$ cat config.mk
export PLATFORM = sky130hd
export DESIGN_NAME = port_readback
export DESIGN_NICKNAME = d
export VERILOG_FILES = /design/src/logic/port_readback_pkg.sv /design/src/logic/port_readback.sv
export SDC_FILE = /design/constraint.sdc
export NUM_CORES = 1
export LEC_CHECK = 0
export ABC_AREA = 1
export BUFFER_PORTS_ARGS = -buffer_cell sky130_fd_sc_hd__buf_2
export CELL_PAD_IN_SITES_DETAIL_PLACEMENT = 1
export CELL_PAD_IN_SITES_GLOBAL_PLACEMENT = 2
export CORE_ASPECT_RATIO = 1.25
export CORE_UTILIZATION = 33
export CTS_CLUSTER_SIZE = 24
export DETAILED_ROUTE_END_ITERATION = 16
export PLACE_DENSITY = 0.95
export SKIP_CTS_REPAIR_TIMING = 1
export SLEW_MARGIN = 30
export SYNTH_ARGS = -nofsm -noshare
export SYNTH_HDL_FRONTEND = slang
export SYNTH_SLANG_ARGS = --single-unit
$ cat constraint.sdc
create_clock -name pclk -period 2.35 [get_ports pclk]
set_input_delay 0.1175 -clock pclk [delete_from_list [all_inputs] [get_ports pclk]]
set_output_delay 0.1175 -clock pclk [all_outputs]
set_load 0.01 [all_outputs]
$ cat src/logic/port_readback_pkg.sv
// Purpose: shared constants for the port readback / self-test block
// Assumes: APB slave, 32-bit data, one aligned word per register
// Notes:   offsets other than the key register are chosen locally
package port_readback_pkg;

    // ------------------------------------------------------------
    // register offsets (byte addresses)
    // ------------------------------------------------------------
    localparam logic [7:0] off_readback_key = 8'h00;
    localparam logic [7:0] off_porta_data   = 8'h04;
    localparam logic [7:0] off_porta_dir    = 8'h08;
    localparam logic [7:0] off_portb_data   = 8'h0c;
    localparam logic [7:0] off_portb_dir    = 8'h10;
    localparam logic [7:0] off_porta_wake   = 8'h14;
    localparam logic [7:0] off_porta_read   = 8'h18;
    localparam logic [7:0] off_portb_read   = 8'h1c;
    localparam logic [7:0] off_analog_ctrl  = 8'h20;
    localparam logic [7:0] off_bit_op       = 8'h24;
    localparam logic [7:0] off_status       = 8'h28;

    // ------------------------------------------------------------
    // values and field positions
    // ------------------------------------------------------------
    localparam logic [7:0] key_pattern      = 8'hca;
    localparam logic [7:0] key_reset        = 8'h00;
    localparam logic [7:0] data_reset       = 8'hff;
    localparam logic [7:0] dir_reset        = 8'hff;
    localparam logic [7:0] wake_reset       = 8'h00;
    localparam int         bitop_idx_lsb    = 0;
    localparam int         bitop_val_pos    = 3;
    localparam int         bitop_port_pos   = 4;
    localparam int         bitop_dir_pos    = 5;
    localparam int         chan_sel_pos     = 0;
    localparam int         ana_sel_lsb      = 4;

    // bit-operation sequence states
    typedef enum logic [2:0]
    {
        bop_idle  = 3'b001,
        bop_read  = 3'b010,
        bop_write = 3'b100
    } bop_state_type;

endpackage

$ cat src/logic/port_readback.sv
// Purpose: port data/direction registers, readback self-test path, bit ops, wake
// Assumes: pins synchronous to pclk; analog switch enables are plain levels
// Notes:   two 8-bit ports (A, B); analog channel 0 on A3, channel 1 on A1
`timescale 1ns/1ns
`default_nettype none
module port_readback
#(
    parameter int port_width = 8
)
(
    // apb
    input  wire logic                  pclk,
    input  wire logic                  presetn,
    input  wire logic                  clk_en,
    input  wire logic                  psel,
    input  wire logic                  penable,
    input  wire logic                  pwrite,
    input  wire logic [7:0]            paddr,
    input  wire logic [31:0]           pwdata,
    output logic      [31:0]           prdata,
    output logic                       pready,
    output logic                       pslverr,
    // port pins
    input  wire logic [port_width-1:0] porta_in,
    output logic      [port_width-1:0] porta_out,
    output logic      [port_width-1:0] porta_oen_n,
    input  wire logic [port_width-1:0] portb_in,
    output logic      [port_width-1:0] portb_out,
    output logic      [port_width-1:0] portb_oen_n,
    // function selection from the pin-shared mux
    input  wire logic [port_width-1:0] porta_digout_fn,
    input  wire logic [port_width-1:0] portb_digout_fn,
    // power state and analog switches
    input  wire logic                  sleep_mode,
    output logic                       wake_req,
    output logic      [1:0]            analog_switch_on
);

    // ------------------------------------------------------------
    // registers
    // ------------------------------------------------------------
    logic [7:0]            key_r;
    logic                  pin_readback_mode_r;
    logic [port_width-1:0] porta_data_r;
    logic [port_width-1:0] portb_data_r;
    logic [port_width-1:0] porta_dir_r;
    logic [port_width-1:0] portb_dir_r;
    logic [port_width-1:0] porta_wake_enable_r;
    logic [port_width-1:0] porta_prev_r;
    logic [1:0]            chan_sel_r;
    logic [1:0]            analog_fn_sel_r;
    logic [7:0]            bitop_r;
    logic [port_width-1:0] bop_byte_r;
    port_readback_pkg::bop_state_type bop_state_r;

    logic                  wr_en;
    logic                  rd_en;
    logic                  addr_ok;
    logic                  bop_busy;
    logic [port_width-1:0] porta_view;
    logic [port_width-1:0] portb_view;
    logic [31:0]           rd_nxt;
    logic [port_width-1:0] bop_mod;
    logic [2:0]            bop_idx;

    assign bop_busy = (bop_state_r != port_readback_pkg::bop_idle);
    assign wr_en    = clk_en && psel && penable && pwrite && !pready && !bop_busy;
    assign rd_en    = clk_en && psel && penable && !pwrite && !pready;
    assign bop_idx  = bitop_r[port_readback_pkg::bitop_idx_lsb +: 3];

    // ------------------------------------------------------------
    // read view of a port
    // ------------------------------------------------------------
    // outside readback mode, analog-selected pins read 0; digital-output pins set as input read 0
    function automatic logic [port_width-1:0] port_view(
        input logic                  mode,
        input logic [port_width-1:0] pins,
        input logic [port_width-1:0] latch,
        input logic [port_width-1:0] dir,
        input logic [port_width-1:0] digout,
        input logic [port_width-1:0] ana
    );
        logic [port_width-1:0] v;
        v = '0;
        for (int i = 0; i < port_width; i++)
        begin
            if (mode)
                v[i] = pins[i];
            else if (ana[i])
                v[i] = 1'b0;
            else if (digout[i])
                v[i] = dir[i] ? 1'b0 : latch[i];
            else
                v[i] = dir[i] ? pins[i] : latch[i];
        end
        return v;
    endfunction

    logic [port_width-1:0] porta_ana;
    always_comb
    begin
        porta_ana    = '0;
        porta_ana[3] = analog_fn_sel_r[0];
        porta_ana[1] = analog_fn_sel_r[1];
    end

    assign porta_view = port_view(pin_readback_mode_r, porta_in, porta_data_r,
                                  porta_dir_r, porta_digout_fn, porta_ana);
    assign portb_view = port_view(pin_readback_mode_r, portb_in, portb_data_r,
                                  portb_dir_r, portb_digout_fn, '0);

    // ------------------------------------------------------------
    // apb handshake and read data
    // ------------------------------------------------------------
    always_comb
    begin
        addr_ok = 1'b1;
        rd_nxt  = 32'h0000_0000;
        case (paddr)
            port_readback_pkg::off_readback_key: rd_nxt[7:0] = key_r;
            port_readback_pkg::off_porta_data:   rd_nxt[port_width-1:0] = porta_data_r;
            port_readback_pkg::off_porta_dir:    rd_nxt[port_width-1:0] = porta_dir_r;
            port_readback_pkg::off_portb_data:   rd_nxt[port_width-1:0] = portb_data_r;
            port_readback_pkg::off_portb_dir:    rd_nxt[port_width-1:0] = portb_dir_r;
            port_readback_pkg::off_porta_wake:   rd_nxt[port_width-1:0] = porta_wake_enable_r;
            port_readback_pkg::off_porta_read:   rd_nxt[port_width-1:0] = porta_view;
            port_readback_pkg::off_portb_read:   rd_nxt[port_width-1:0] = portb_view;
            port_readback_pkg::off_analog_ctrl:  rd_nxt[5:0] = {analog_fn_sel_r, 2'b00, chan_sel_r};
            port_readback_pkg::off_bit_op:       rd_nxt[7:0] = bitop_r;
            port_readback_pkg::off_status:       rd_nxt[1:0] = {bop_busy, pin_readback_mode_r};
            default:                             addr_ok = 1'b0;
        endcase
    end

    // write waits while a bit operation runs; pready then stays low
    always_ff @(posedge pclk or negedge presetn)
    begin
        if (!presetn)
        begin
            pready  <= 1'b0;
            pslverr <= 1'b0;
            prdata  <= 32'h0000_0000;
        end
        else if (clk_en)
        begin
            pready  <= 1'b0;
            pslverr <= 1'b0;
            if (wr_en || rd_en)
            begin
                pready  <= 1'b1;
                pslverr <= !addr_ok;
                prdata  <= rd_en ? rd_nxt : 32'h0000_0000;
            end
        end
    end

    // ------------------------------------------------------------
    // key register and readback mode
    // ------------------------------------------------------------
    always_ff @(posedge pclk or negedge presetn)
    begin
        if (!presetn)
        begin
            key_r               <= port_readback_pkg::key_reset;
            pin_readback_mode_r <= 1'b0;
        end
        else if (wr_en && paddr == port_readback_pkg::off_readback_key)
        begin
            key_r               <= pwdata[7:0];
            pin_readback_mode_r <= (pwdata[7:0] == port_readback_pkg::key_pattern);
        end
    end

    // ------------------------------------------------------------
    // bit set/clear sequencer
    // ------------------------------------------------------------
    // for data bits the byte is taken from the read view, so in readback mode the pin
    // levels get written into the latch: same hazard as the real core
    always_comb
    begin
        bop_mod = bop_byte_r;
        bop_mod[bop_idx] = bitop_r[port_readback_pkg::bitop_val_pos];
    end

    always_ff @(posedge pclk or negedge presetn)
    begin
        if (!presetn)
        begin
            bop_state_r <= port_readback_pkg::bop_idle;
            bop_byte_r  <= '0;
            bitop_r     <= 8'h00;
        end
        else if (clk_en)
        begin
            case (bop_state_r)
                port_readback_pkg::bop_idle:
                begin
                    if (wr_en && paddr == port_readback_pkg::off_bit_op)
                    begin
                        bitop_r     <= pwdata[7:0];
                        bop_state_r <= port_readback_pkg::bop_read;
                    end
                end
                port_readback_pkg::bop_read:
                begin
                    if (bitop_r[port_readback_pkg::bitop_dir_pos])
                        bop_byte_r <= bitop_r[port_readback_pkg::bitop_port_pos]
                                      ? portb_dir_r : porta_dir_r;
                    else
                        bop_byte_r <= bitop_r[port_readback_pkg::bitop_port_pos]
                                      ? portb_view : porta_view;
                    bop_state_r <= port_readback_pkg::bop_write;
                end
                port_readback_pkg::bop_write:
                    bop_state_r <= port_readback_pkg::bop_idle;
                default:
                    bop_state_r <= port_readback_pkg::bop_idle;
            endcase
        end
    end

    // ------------------------------------------------------------
    // port data, direction, wake enable, analog control
    // ------------------------------------------------------------
    logic bop_wr;
    assign bop_wr = clk_en && bop_state_r == port_readback_pkg::bop_write;

    always_ff @(posedge pclk or negedge presetn)
    begin
        if (!presetn)
        begin
            porta_data_r <= port_readback_pkg::data_reset;
            portb_data_r <= port_readback_pkg::data_reset;
            porta_dir_r  <= port_readback_pkg::dir_reset;
            portb_dir_r  <= port_readback_pkg::dir_reset;
        end
        else if (bop_wr)
        begin
            case ({bitop_r[port_readback_pkg::bitop_dir_pos],
                   bitop_r[port_readback_pkg::bitop_port_pos]})
                2'd0:    porta_data_r <= bop_mod;
                2'd1:    portb_data_r <= bop_mod;
                2'd2:    porta_dir_r  <= bop_mod;
                default: portb_dir_r  <= bop_mod;
            endcase
        end
        else if (wr_en)
        begin
            case (paddr)
                port_readback_pkg::off_porta_data: porta_data_r <= pwdata[port_width-1:0];
                port_readback_pkg::off_portb_data: portb_data_r <= pwdata[port_width-1:0];
                port_readback_pkg::off_porta_dir:  porta_dir_r  <= pwdata[port_width-1:0];
                port_readback_pkg::off_portb_dir:  portb_dir_r  <= pwdata[port_width-1:0];
                default: ;
            endcase
        end
    end

    always_ff @(posedge pclk or negedge presetn)
    begin
        if (!presetn)
        begin
            porta_wake_enable_r <= port_readback_pkg::wake_reset;
            chan_sel_r          <= 2'b00;
            analog_fn_sel_r     <= 2'b00;
        end
        else if (wr_en && paddr == port_readback_pkg::off_porta_wake)
            porta_wake_enable_r <= pwdata[port_width-1:0];
        else if (wr_en && paddr == port_readback_pkg::off_analog_ctrl)
        begin
            chan_sel_r      <= pwdata[port_readback_pkg::chan_sel_pos +: 2];
            analog_fn_sel_r <= pwdata[port_readback_pkg::ana_sel_lsb +: 2];
        end
    end

    // ------------------------------------------------------------
    // pin drive, analog switches, wake
    // ------------------------------------------------------------
    // readback mode only forces the analog switches here: drive stays as configured
    always_ff @(posedge pclk or negedge presetn)
    begin
        if (!presetn)
        begin
            porta_out        <= '1;
            portb_out        <= '1;
            porta_oen_n      <= '1;
            portb_oen_n      <= '1;
            analog_switch_on <= 2'b00;
            wake_req         <= 1'b0;
            porta_prev_r     <= '1;
        end
        else if (clk_en)
        begin
            porta_out    <= porta_data_r;
            portb_out    <= portb_data_r;
            porta_oen_n  <= porta_dir_r;
            portb_oen_n  <= portb_dir_r;
            porta_prev_r <= porta_in;
            for (int c = 0; c < 2; c++)
                analog_switch_on[c] <= analog_fn_sel_r[c]
                                       || (pin_readback_mode_r && chan_sel_r[c]);
            wake_req <= sleep_mode
                        && |(porta_prev_r & ~porta_in & porta_wake_enable_r);
        end
    end

    // ------------------------------------------------------------
    // checks
    // ------------------------------------------------------------
    a_key_sets_mode: assert property (@(posedge pclk) disable iff (!presetn)
        wr_en && paddr == port_readback_pkg::off_readback_key
        && pwdata[7:0] == port_readback_pkg::key_pattern |=> pin_readback_mode_r)
        else $error("key pattern did not enable readback");
    a_other_clears_mode: assert property (@(posedge pclk) disable iff (!presetn)
        wr_en && paddr == port_readback_pkg::off_readback_key
        && pwdata[7:0] != port_readback_pkg::key_pattern |=> !pin_readback_mode_r)
        else $error("other value left readback enabled");
    a_read_pins: assert property (@(posedge pclk) disable iff (!presetn)
        pin_readback_mode_r |-> porta_view == porta_in && portb_view == portb_in)
        else $error("readback view is not the pins");
    a_drive_stable: assert property (@(posedge pclk) disable iff (!presetn)
        clk_en && $stable(porta_dir_r) |=> porta_oen_n == $past(porta_dir_r))
        else $error("pin drive changed by read mode");
    a_out_latch: assert property (@(posedge pclk) disable iff (!presetn)
        !pin_readback_mode_r && porta_digout_fn[0] && !porta_ana[0]
        |-> porta_view[0] == (porta_dir_r[0] ? 1'b0 : porta_data_r[0]))
        else $error("output pin read wrong");
    a_switch_open: assert property (@(posedge pclk) disable iff (!presetn)
        clk_en && !pin_readback_mode_r && !analog_fn_sel_r[0] |=> !analog_switch_on[0])
        else $error("analog switch closed without selection");
    a_switch_forced: assert property (@(posedge pclk) disable iff (!presetn)
        clk_en && pin_readback_mode_r && chan_sel_r[1] |=> analog_switch_on[1])
        else $error("readback did not force analog switch");
    a_bitop_rmw: assert property (@(posedge pclk) disable iff (!presetn)
        clk_en && bop_state_r == port_readback_pkg::bop_read
        |=> bop_state_r == port_readback_pkg::bop_write)
        else $error("bit operation sequence broken");
    a_wake_fall: assert property (@(posedge pclk) disable iff (!presetn)
        clk_en && sleep_mode && (porta_prev_r[2] && !porta_in[2] && porta_wake_enable_r[2])
        |=> wake_req)
        else $error("falling edge did not wake");

    c_mode_on:  cover property (@(posedge pclk) disable iff (!presetn) $rose(pin_readback_mode_r));
    c_bitop:    cover property (@(posedge pclk) disable iff (!presetn) bop_wr);
    c_wake:     cover property (@(posedge pclk) disable iff (!presetn) wake_req);
    c_force_sw: cover property (@(posedge pclk) disable iff (!presetn)
        pin_readback_mode_r && analog_switch_on[0] && !analog_fn_sel_r[0]);

endmodule
`default_nettype wire

==> impl_metrics.yaml, run 1 <==
clock_tree:
  clock_latency_ns: 0.42
  cts_max_level: 4
  clockBufferDepth: 2
  root_buffer: "clkbuf_16"
  cts_tree: "yes"
  cts_sinks: 125
  cts_buffers: 17
  clkSlewWorstSetupHoldPaths_ns: 0.06
placement:
  place_area_sq_um: 7740
  gp_congestion: 0.923
  dpl.hpwl_um: 18900
  portBuffers: 99
synthesis:
  yosysSeqAreaShare_pct: 45.9
  synth_cells: 936
  syn_area_sq_um: 7020
  syn_area_per_cell_sq_um: 7.50
  ys_types: 39
  yosys_warnings: 0
  synth-seq-cells: 125
global_route:
  antenna_found_initial: 0
  grt_usage_pct: 24.4
  grt_pass1_vias: 6898
  gr-total-overflow: 0
  grt_pass1_wl_um: 39400
  grt_start_max_net_pins: 55
sta:
  tightest_slew_ns: 0.743
  fin_crit_sh_pct: 81.8
  setup-violations-final: 0
  fin_crit_ns: 1.92
  fmaxAchievable_mhz: 520
  rsz0062_at_grt: "false"
  whs_ns: -0.00175
  slew_headroom_pct: 49.9
  hold_violations: 1
  finalClockSkew_ns: 0.00636
  slew_viol_final: 0
  setup_tns_ns: 0
critical_path:
  path_delay_family: "simple AND/OR/NAND/NOR gates"
  path_max_fanout: 19
  ff2ff_path_depth: 11
  reg2reg_setup_slack_ns: 0.43
  arrival_ns: 2.24
  crit_buf_inv: 3
  crit_type: "reg2reg"
  path_cells: "inv_1 -> buf_4 -> o21ai_0 -> nand2_1 -> nand2_1 -> nand2_1 -> nand2_1 -> inv_1 -> nand3_1 -> nand2_1 -> nand2_1"
  slowest_stage: "dfrtp_1"
  critPathMaxStageDelay_ns: 0.50
  worst_ep_required_time_ns: 2.67
  cpMostUsedCell: "nand2_1"
  r2r_end: "prdata[5]"
  end_kind: "flip-flop"
  worstReg2RegStart: "pin_readback_mode_r"
  cp-start-kind: "flip-flop"
  critPathLaunch: "pin_readback_mode_r"
  endpoint: "prdata[5]"
  worst-path-stages: 11
pwr:
  p_int_mw: 4.64
  p_leak_nw: 4.38
  switchingPower_mw: 1.53
  total_power_mw: 6.17
  p_seq_share_pct: 40.5
  p_clk_share_pct: 49.0
  p_comb_share_pct: 10.5
  irDropWorstVdd_uv: 482
  power.density_nw_per_um2: 722
  p_sw_share_pct: 24.8
flow_run:
  max_cap_violations: 0
drt:
  top_layer: "met4"
  wl_per_cell_um: 18.9
  wirelength_um: 25400
  drcViolationCount: 0
  antenna_left: 0
  drt_iter0_drc: 332
  met2_length_um: 12500
  firstDrtPassIters: 5
  vias: 6709
  vias_per_cell: 4.98
  wl_met1_um: 10500
  wl_met3_um: 1480
floorplanning:
  die_w_um: 132
  dieArea_sq_um: 21800
  ios: 148
  start_util_pct: 33.7
  die_y_um: 165
  row_count: 59
  fp.coreArea_sq_um: 20800
outcome:
  status: "finished, violations left"
  violations: "negative hold slack"
cells_and_area:
  nFillCells: 2634
  final_nets: 1138
  n_antenna_cell: 0
  drive_above_1_share_pct: 27.6
  areaGrowthSynthToFinish_pct: 21.9
  fin_area_sq_um: 8550
hold_path:
  hold_class: "in2reg"
-- synth_stat cells (all sizes together) --
cell | number | area (sq um)
conb | 1 | 3.75
nand3b | 1 | 7.51
nand3 | 63 | 330
nor2 | 68 | 323
o21ai | 108 | 657
nor3 | 3 | 15.0
inv | 84 | 320
clkbuf | 11 | 42.5
nor4 | 1 | 6.26
o21bai | 5 | 37.5
or2 | 1 | 6.26
a21oi | 8 | 51.3
o211ai | 1 | 7.51
nand4 | 9 | 86.3
o2111ai | 1 | 8.76
dfstp | 73 | 1920
a31oi | 1 | 6.26
clkinv | 4 | 16.3
and3 | 1 | 11.3
dfrtp | 52 | 1300
o22ai | 2 | 12.5
nand2 | 402 | 1560
a22oi | 1 | 7.51
buf | 35 | 275
-- placed cells by master, fill, tap and decap left out, drive strengths merged, types with 3 or more instances in the layout --
master	instances
a21oi	8
buf	113
bufinv	6
clkbuf	20
clkinv	7
clkinvlp	3
conb	24
dfrtp	52
dfstp	73
dlygate4sd3	14
inv	84
nand2	402
nand3	63
nand4	9
nor2	68
nor3	3
o21ai	108
o21bai	5
-- power groups by stage --
stage | combinational, mW | clock [mW] | sequential (mW)
floorplan | 0.350 | 0 | 2.52
global placement | 0.610 | 0 | 2.52
detailed placement | 0.629 | 0 | 2.53
CTS | 0.637 | 3.07 | 2.50
global route | 0.726 | 3.16 | 2.52
finish | 0.649 | 3.02 | 2.50
-- metal layers --
metal  vias to the layer above  global-route usage, %
met5                         -                      0
met4                         0                   11.9
met3                        57                   5.37
met2                       214                   41.8
met1                      3286                   29.1
li1                       3152                      -
-- worst min-delay path by stage --
stage / slack [ns] / endpoint / start / cells after the start
finish: -0.002 / key_r[1] / pwdata[1] / 3
global route: 0.004 / key_r[1] / pwdata[1] / 3
floorplan: -0.18 / analog_fn_sel_r[0] / presetn / 0
CTS: -0.34 / porta_wake_enable_r[4] / presetn / 1
detailed placement: 0.12 / porta_wake_enable_r[4] / presetn / 1
global placement: 0.12 / porta_wake_enable_r[5] / presetn / 1
-- layout make-up --
type,instances,area [sq um],area share [%]
Multi-Input combinational cell,700,3230,37.7
Sequential cell,125,3220,37.6
Timing Repair Buffer,127,756,8.83
Clock buffer,20,457,5.34
Tap cell,274,343,4.01
Inverter,88,337,3.93
Clock inverter,12,215,2.52
-- cell families (layout without fill, tap and decap cells) --
logic type             Yosys count  count (layout)  share of synthesized area [%]
AND/OR/NAND/NOR                549             549                           33.5
other                            1              24                         0.0535
AO/OA/AOI/OAI                  127             127                           11.2
buffers and inverters          134             247                           9.33
flip-flops                     125             125                           45.9
-- registers in the layout (all words and copies together), names as in the netlist --
signal / count
analog_fn_sel_r: 2
bop_state_r: 3
portb_out: 8
key_r: 8
porta_prev_r: 8
bitop_r: 8
porta_out: 8
porta_data_r: 8
portb_data_r: 8
portb_oen_n: 8
prdata: 8
chan_sel_r: 2
analog_switch_on: 2
portb_dir_r: 8
wake_req: 1
porta_wake_enable_r: 8
pslverr: 1
bop_byte_r: 8
pready: 1
porta_oen_n: 8
pin_readback_mode_r: 1
porta_dir_r: 8
-- per-stage QoR --
step / util, % / std cells / hold WS, ns / setup WS, ns
5_1_grt: 41.1 / 1346 / 0.00378 / 0.313
6_report: 41.1 / 1346 / -0.00175 / 0.428
3_5_place_dp: 37.2 / 1300 / 0.116 / 0.545
2_1_floorplan: - / 959 / -0.178 / 0.895
4_1_cts: 40.4 / 1332 / -0.336 / 0.514
3_3_place_gp: 37.2 / 1300 / 0.119 / 0.570
-- worst reg2reg max path, delay by kind of cell (launching register included) --
kind	cells	cell delay (ns)
AND/OR/NAND/NOR	7	0.64
flip-flops	1	0.50
buffers and inverters	3	0.50
AO/OA/AOI/OAI	1	0.17
Note: power is estimated with default switching activity, not from simulation.
==> inputs of run 2 (changes only) <==
- CORE_UTILIZATION: 33 -> 31
- PLACE_DENSITY: 0.95 -> 0.91
- clock period: 2.35 -> 1.9 ns (I/O delays scaled with it)
==> run 2 against run 1 <==
Compared with the run above:
- the run now ends clean
- global-route usage down 0.86 points
- non-clock buffer count up 16
- via count up 0.40%
- highest routed layer unchanged
==> impl_metrics.yaml, run 2 (synthesis results as in run 1) <==
outcome:
  status: "completed"
critical_path:
  crit_buf_inv: 2
  worst_ep_required_time_ns: 2.26
  cp-start-kind: "flip-flop"
  critPathMaxStageDelay_ns: 0.56
  path_delay_family: "simple AND/OR/NAND/NOR gates"
  critPathLaunch: "bop_state_r[0]"
  arrival_ns: 2.10
  endpoint: "porta_dir_r[6]"
  path_cells: "nand3_2 -> inv_2 -> nand4_4 -> nand2_2 -> nand2_1 -> inv_2 -> nand2_1 -> o21ai_2"
  ff2ff_path_depth: 8
  path_max_fanout: 16
  worst-path-stages: 8
  r2r_end: "porta_dir_r[6]"
  end_kind: "flip-flop"
  slowest_stage: "dfstp_2"
  crit_type: "reg2reg"
  worstReg2RegStart: "bop_state_r[0]"
  reg2reg_setup_slack_ns: 0.16
pwr:
  p_leak_nw: 4.42
  irDropWorstVdd_uv: 637
  power.density_nw_per_um2: 806
sta:
  finalClockSkew_ns: 0.0147
  fin_crit_ns: 1.74
  tightest_slew_ns: 0.570
  fmaxAchievable_mhz: 573
  slew_headroom_pct: 62.0
  fin_ws_ns: 0.155
  fin_crit_sh_pct: 91.8
  rsz0062_at_grt: "false"
  setup-violations-final: 0
  whs_ns: 0.0122
  hold_violations: 0
  slew_viol_final: 0
  setup_tns_ns: 0
cells_and_area:
  areaGrowthSynthToFinish_pct: 22.2
  utilization_pct: 38.6
  final_common_cell: "nand2_1"
  n_antenna_cell: 0
  final_nets: 1154
  nFillCells: 2757
  mostFrequentLayoutCells: "nand2_1 (384), buf_2 (98), inv_1 (74)"
  drive_above_1_share_pct: 28.2
drt:
  drcViolationCount: 0
  wirelength_um: 26000
  antenna_left: 0
  wl_per_cell_um: 19.0
  firstDrtPassIters: 5
  vias: 6736
  vias_per_cell: 4.91
  drt_iter0_drc: 439
clock_tree:
  cts_max_level: 4
  root_buffer: "clkbuf_16"
  cts_tree: "yes"
  clkSlewWorstSetupHoldPaths_ns: 0.06
  clockBufferDepth: 2
  clock_latency_ns: 0.44
  cts_sinks: 125
  cts_buffers: 17
global_route:
  grt_usage_pct: 23.6
  grt_pass1_wl_um: 39700
  grt_pass1_vias: 6871
  grt_start_max_net_pins: 51
  antenna_found_initial: 0
  gr-total-overflow: 0
placement:
  preCtsSetupSlack_ns: 0.202
  dpl.hpwl_um: 19800
  gp_congestion: 0.889
  portBuffers: 99
floorplanning:
  die_y_um: 170
  row_count: 61
  die_w_um: 137
  start_util_pct: 31.6
  dieArea_sq_um: 23200
  fp.coreArea_sq_um: 22200
  ios: 148
flow_run:
  max_cap_violations: 0
hold_path:
  whs_path_depth: 4
  hold_class: "in2reg"
[run 2: layout make-up]
cell class                      instances  area [sq um]  share of cell area [%]
Inverter                               88           337                    3.93
Clock inverter                          8          67.6                   0.788
Tap cell                              283           354                    4.13
Multi-Input combinational cell        700          3230                    37.7
Timing Repair Buffer                  143           906                    10.6
Sequential cell                       125          3220                    37.6
Clock buffer                           24           462                    5.39
[run 2: worst reg2reg max path: stages (launching register included)]
cell and delay, ns:
dfstp_2 0.56, nand3_2 0.11, inv_2 0.10, nand4_4 0.17
nand2_2 0.16, nand2_1 0.08, inv_2 0.28, nand2_1 0.13
o21ai_2 0.08
[run 2: routing by layer]
| metal | up-vias | share of wire (%) | track usage [%] |
|---|---|---|---|
| li1 | 3193 | - | - |
| met1 | 3278 | 42 | 29.3 |
| met2 | 205 | 49 | 39.5 |
| met3 | 60 | 4.8 | 3.66 |
| met4 | 0 | 3.9 | 11.4 |
| met5 | - | 0 | 0 |
[run 2: per-stage QoR]
stage               total power [mW]  instance area [sq um]  instances
global placement                3.89                   7880       1323
floorplan                       3.55                   7100        959
global route                    7.18                   8570       1371
CTS                             6.95                   8410       1355
finish                          6.91                   8570       1371
detailed placement              3.92                   7880       1323
[run 2: report_power, final]
group	switching [mW]	total (mW)	internal, mW
registers	0.138	3.08	2.95
clock network	1.20	3.01	1.81
logic	0.520	0.812	0.292
[run 2: worst min-delay path by stage]
| stage | slack [ns] | startpoint | end |
|---|---|---|---|
| global route | 0.05 | pwdata[5] | pin_readback_mode_r |
| detailed placement | 0.12 | presetn | prdata[7] |
| CTS | -0.34 | presetn | prdata[7] |
| floorplan | -0.20 | presetn | analog_fn_sel_r[0] |
| global placement | 0.12 | presetn | bop_state_r[1] |
| finish | 0.01 | pwdata[5] | pin_readback_mode_r |
==> inputs of run 3 (changes only) <==
- PLACE_DENSITY: 0.91 -> 0.78
==> run 3 against run 2 <==
Compared with the run above:
- the flow now finishes with violations (negative hold slack)
- combinational power fell by 2%
- final cell count did not move
- count of clock-buffer cells in the layout fell by 4
- final area rose by 0.70%
- first-iteration DRC count fell by 16%
- clock power rose by 10%
- critical path depth did not move
- sequential power barely moved
- fmax rose by 0.73%
- largest power group is now the clock network
==> impl_metrics.yaml, run 3 (synthesis results as in run 1) <==
cells_and_area:
  fin_area_sq_um: 8630
  final_common_cell: "nand2_1"
  nFillCells: 2768
  seq_area_sq_um: 3220
  n_antenna_cell: 0
  utilization_pct: 38.9
  mostFrequentLayoutCells: "nand2_1 (384), buf_2 (98), inv_1 (74)"
  final_nets: 1154
  areaGrowthSynthToFinish_pct: 23.1
  multi_input_area_sq_um: 3230
  drive_above_1_share_pct: 28.9
drt:
  drt_iter0_drc: 368
  vias_per_cell: 4.78
  wl_per_cell_um: 19.0
  vias: 6553
  firstDrtPassIters: 4
  wirelength_um: 26000
  drcViolationCount: 0
  antenna_left: 0
sta:
  slew_headroom_pct: 63.2
  setup_tns_ns: 0
  fin_crit_ns: 1.73
  finalClockSkew_ns: 0.00584
  tightest_slew_ns: 0.549
  hold_violations: 2
  fin_crit_sh_pct: 91.2
  fmaxAchievable_mhz: 577
  whs_ns: -0.0304
  slew_viol_final: 0
  rsz0062_at_grt: "false"
  fin_ws_ns: 0.168
  setup-violations-final: 0
global_route:
  grt_start_max_net_pins: 64
  grt_usage_pct: 23.7
  grt_pass1_wl_um: 39600
  antenna_found_initial: 0
  grt_pass1_vias: 6749
  gr-total-overflow: 0
pwr:
  power.density_nw_per_um2: 834
  total_power_mw: 7.20
  p_leak_nw: 4.43
  irDropWorstVdd_uv: 606
placement:
  dpl.hpwl_um: 19800
  portBuffers: 99
  place_area_sq_um: 7890
  gp_congestion: 0.851
  preCtsSetupSlack_ns: 0.177
critical_path:
  slowest_stage: "dfstp_2"
  worst_ep_required_time_ns: 2.26
  path_cells: "nand3_2 -> inv_2 -> nand4_4 -> nand2_2 -> nand2_1 -> clkinv_2 -> nand2_1 -> o21ai_2"
  path_max_fanout: 16
  cpMostUsedCell: "nand2_1"
  crit_buf_inv: 2
  crit_type: "reg2reg"
  cp-start-kind: "flip-flop"
  path_delay_family: "simple AND/OR/NAND/NOR gates"
  critPathMaxStageDelay_ns: 0.57
  arrival_ns: 2.09
  end_kind: "flip-flop"
clock_tree:
  cts_sinks: 125
  cts_buffers: 17
  clockBufferDepth: 2
  clkSlewWorstSetupHoldPaths_ns: 0.06
  cts_tree: "yes"
  root_buffer: "clkbuf_16"
  clock_latency_ns: 0.43
  cts_max_level: 4
floorplanning:
  ios: 148
  die_y_um: 170
  die_w_um: 137
  row_count: 61
  fp.coreArea_sq_um: 22200
  start_util_pct: 31.6
  dieArea_sq_um: 23200
outcome:
  violations: "negative hold slack"
  status: "finished, violations left"
flow_run:
  max_cap_violations: 0
hold_path:
  hold_class: "in2reg"
## run 3: cell count changes in the layout (fill, tap and decap cells not counted)
cell           delta
clkinv_2          -4
dlygate4sd3_1     -1
clkinv_4          +1
bufinv_16         +1
clkbuf_8          +1
inv_6             +3
inv_2             +1
clkbuf_1          -5
clkinvlp_4        +3
clkinv_1          -1
buf_4             +1
## run 3: path summary, 6_finish.rpt
check	depth (start not counted)	startpoint	slack [ns]	to
max reg2reg	8	bop_state_r[0]	0.17	portb_dir_r[0]
min in group asynchronous	2	presetn	0.13	key_r[1]
max	8	bop_state_r[0]	0.17	portb_dir_r[0]
max in group asynchronous	3	presetn	1.03	portb_data_r[4]
min	3	porta_in[3]	-0.03	porta_prev_r[3]
min reg2reg	2	portb_out[1]	0.46	portb_out[1]
## run 3: power by group
group	total (mW)	internal (mW)	switching, mW
Combinational	0.797	0.287	0.510
Clock	3.32	2.01	1.31
Sequential	3.09	2.95	0.143
## run 3: worst reg2reg max path: stages (launching register included)
cell and delay, ns:
dfstp_2 0.57, nand3_2 0.11, inv_2 0.10, nand4_4 0.16
nand2_2 0.15, nand2_1 0.08, clkinv_2 0.26, nand2_1 0.14
o21ai_2 0.08
## run 3: layer usage
layer,vias up,share of wire (%),global-route usage [%]
met5,-,0,0
met4,0,2.6,8.65
met3,39,4.0,4.23
met2,165,50,40.7
met1,3169,43,29.4
li1,3180,-,-
## run 3: cell type report
cell class	instances	share of cell area (%)
multi-input combinational	700	37.4
sequential	125	37.3
timing repair buffer	143	10.5
clock buffer	20	5.29
tap	283	4.10
inverter	88	3.90
clock inverter	12	1.57
## run 3: stage by stage
stage	instances	hold slack, ns
finish	1371	-0.0304
global route	1371	0.00646
CTS	1356	-0.418
detailed placement	1324	0.0454
global placement	1324	0.0455
floorplan	959	-0.201
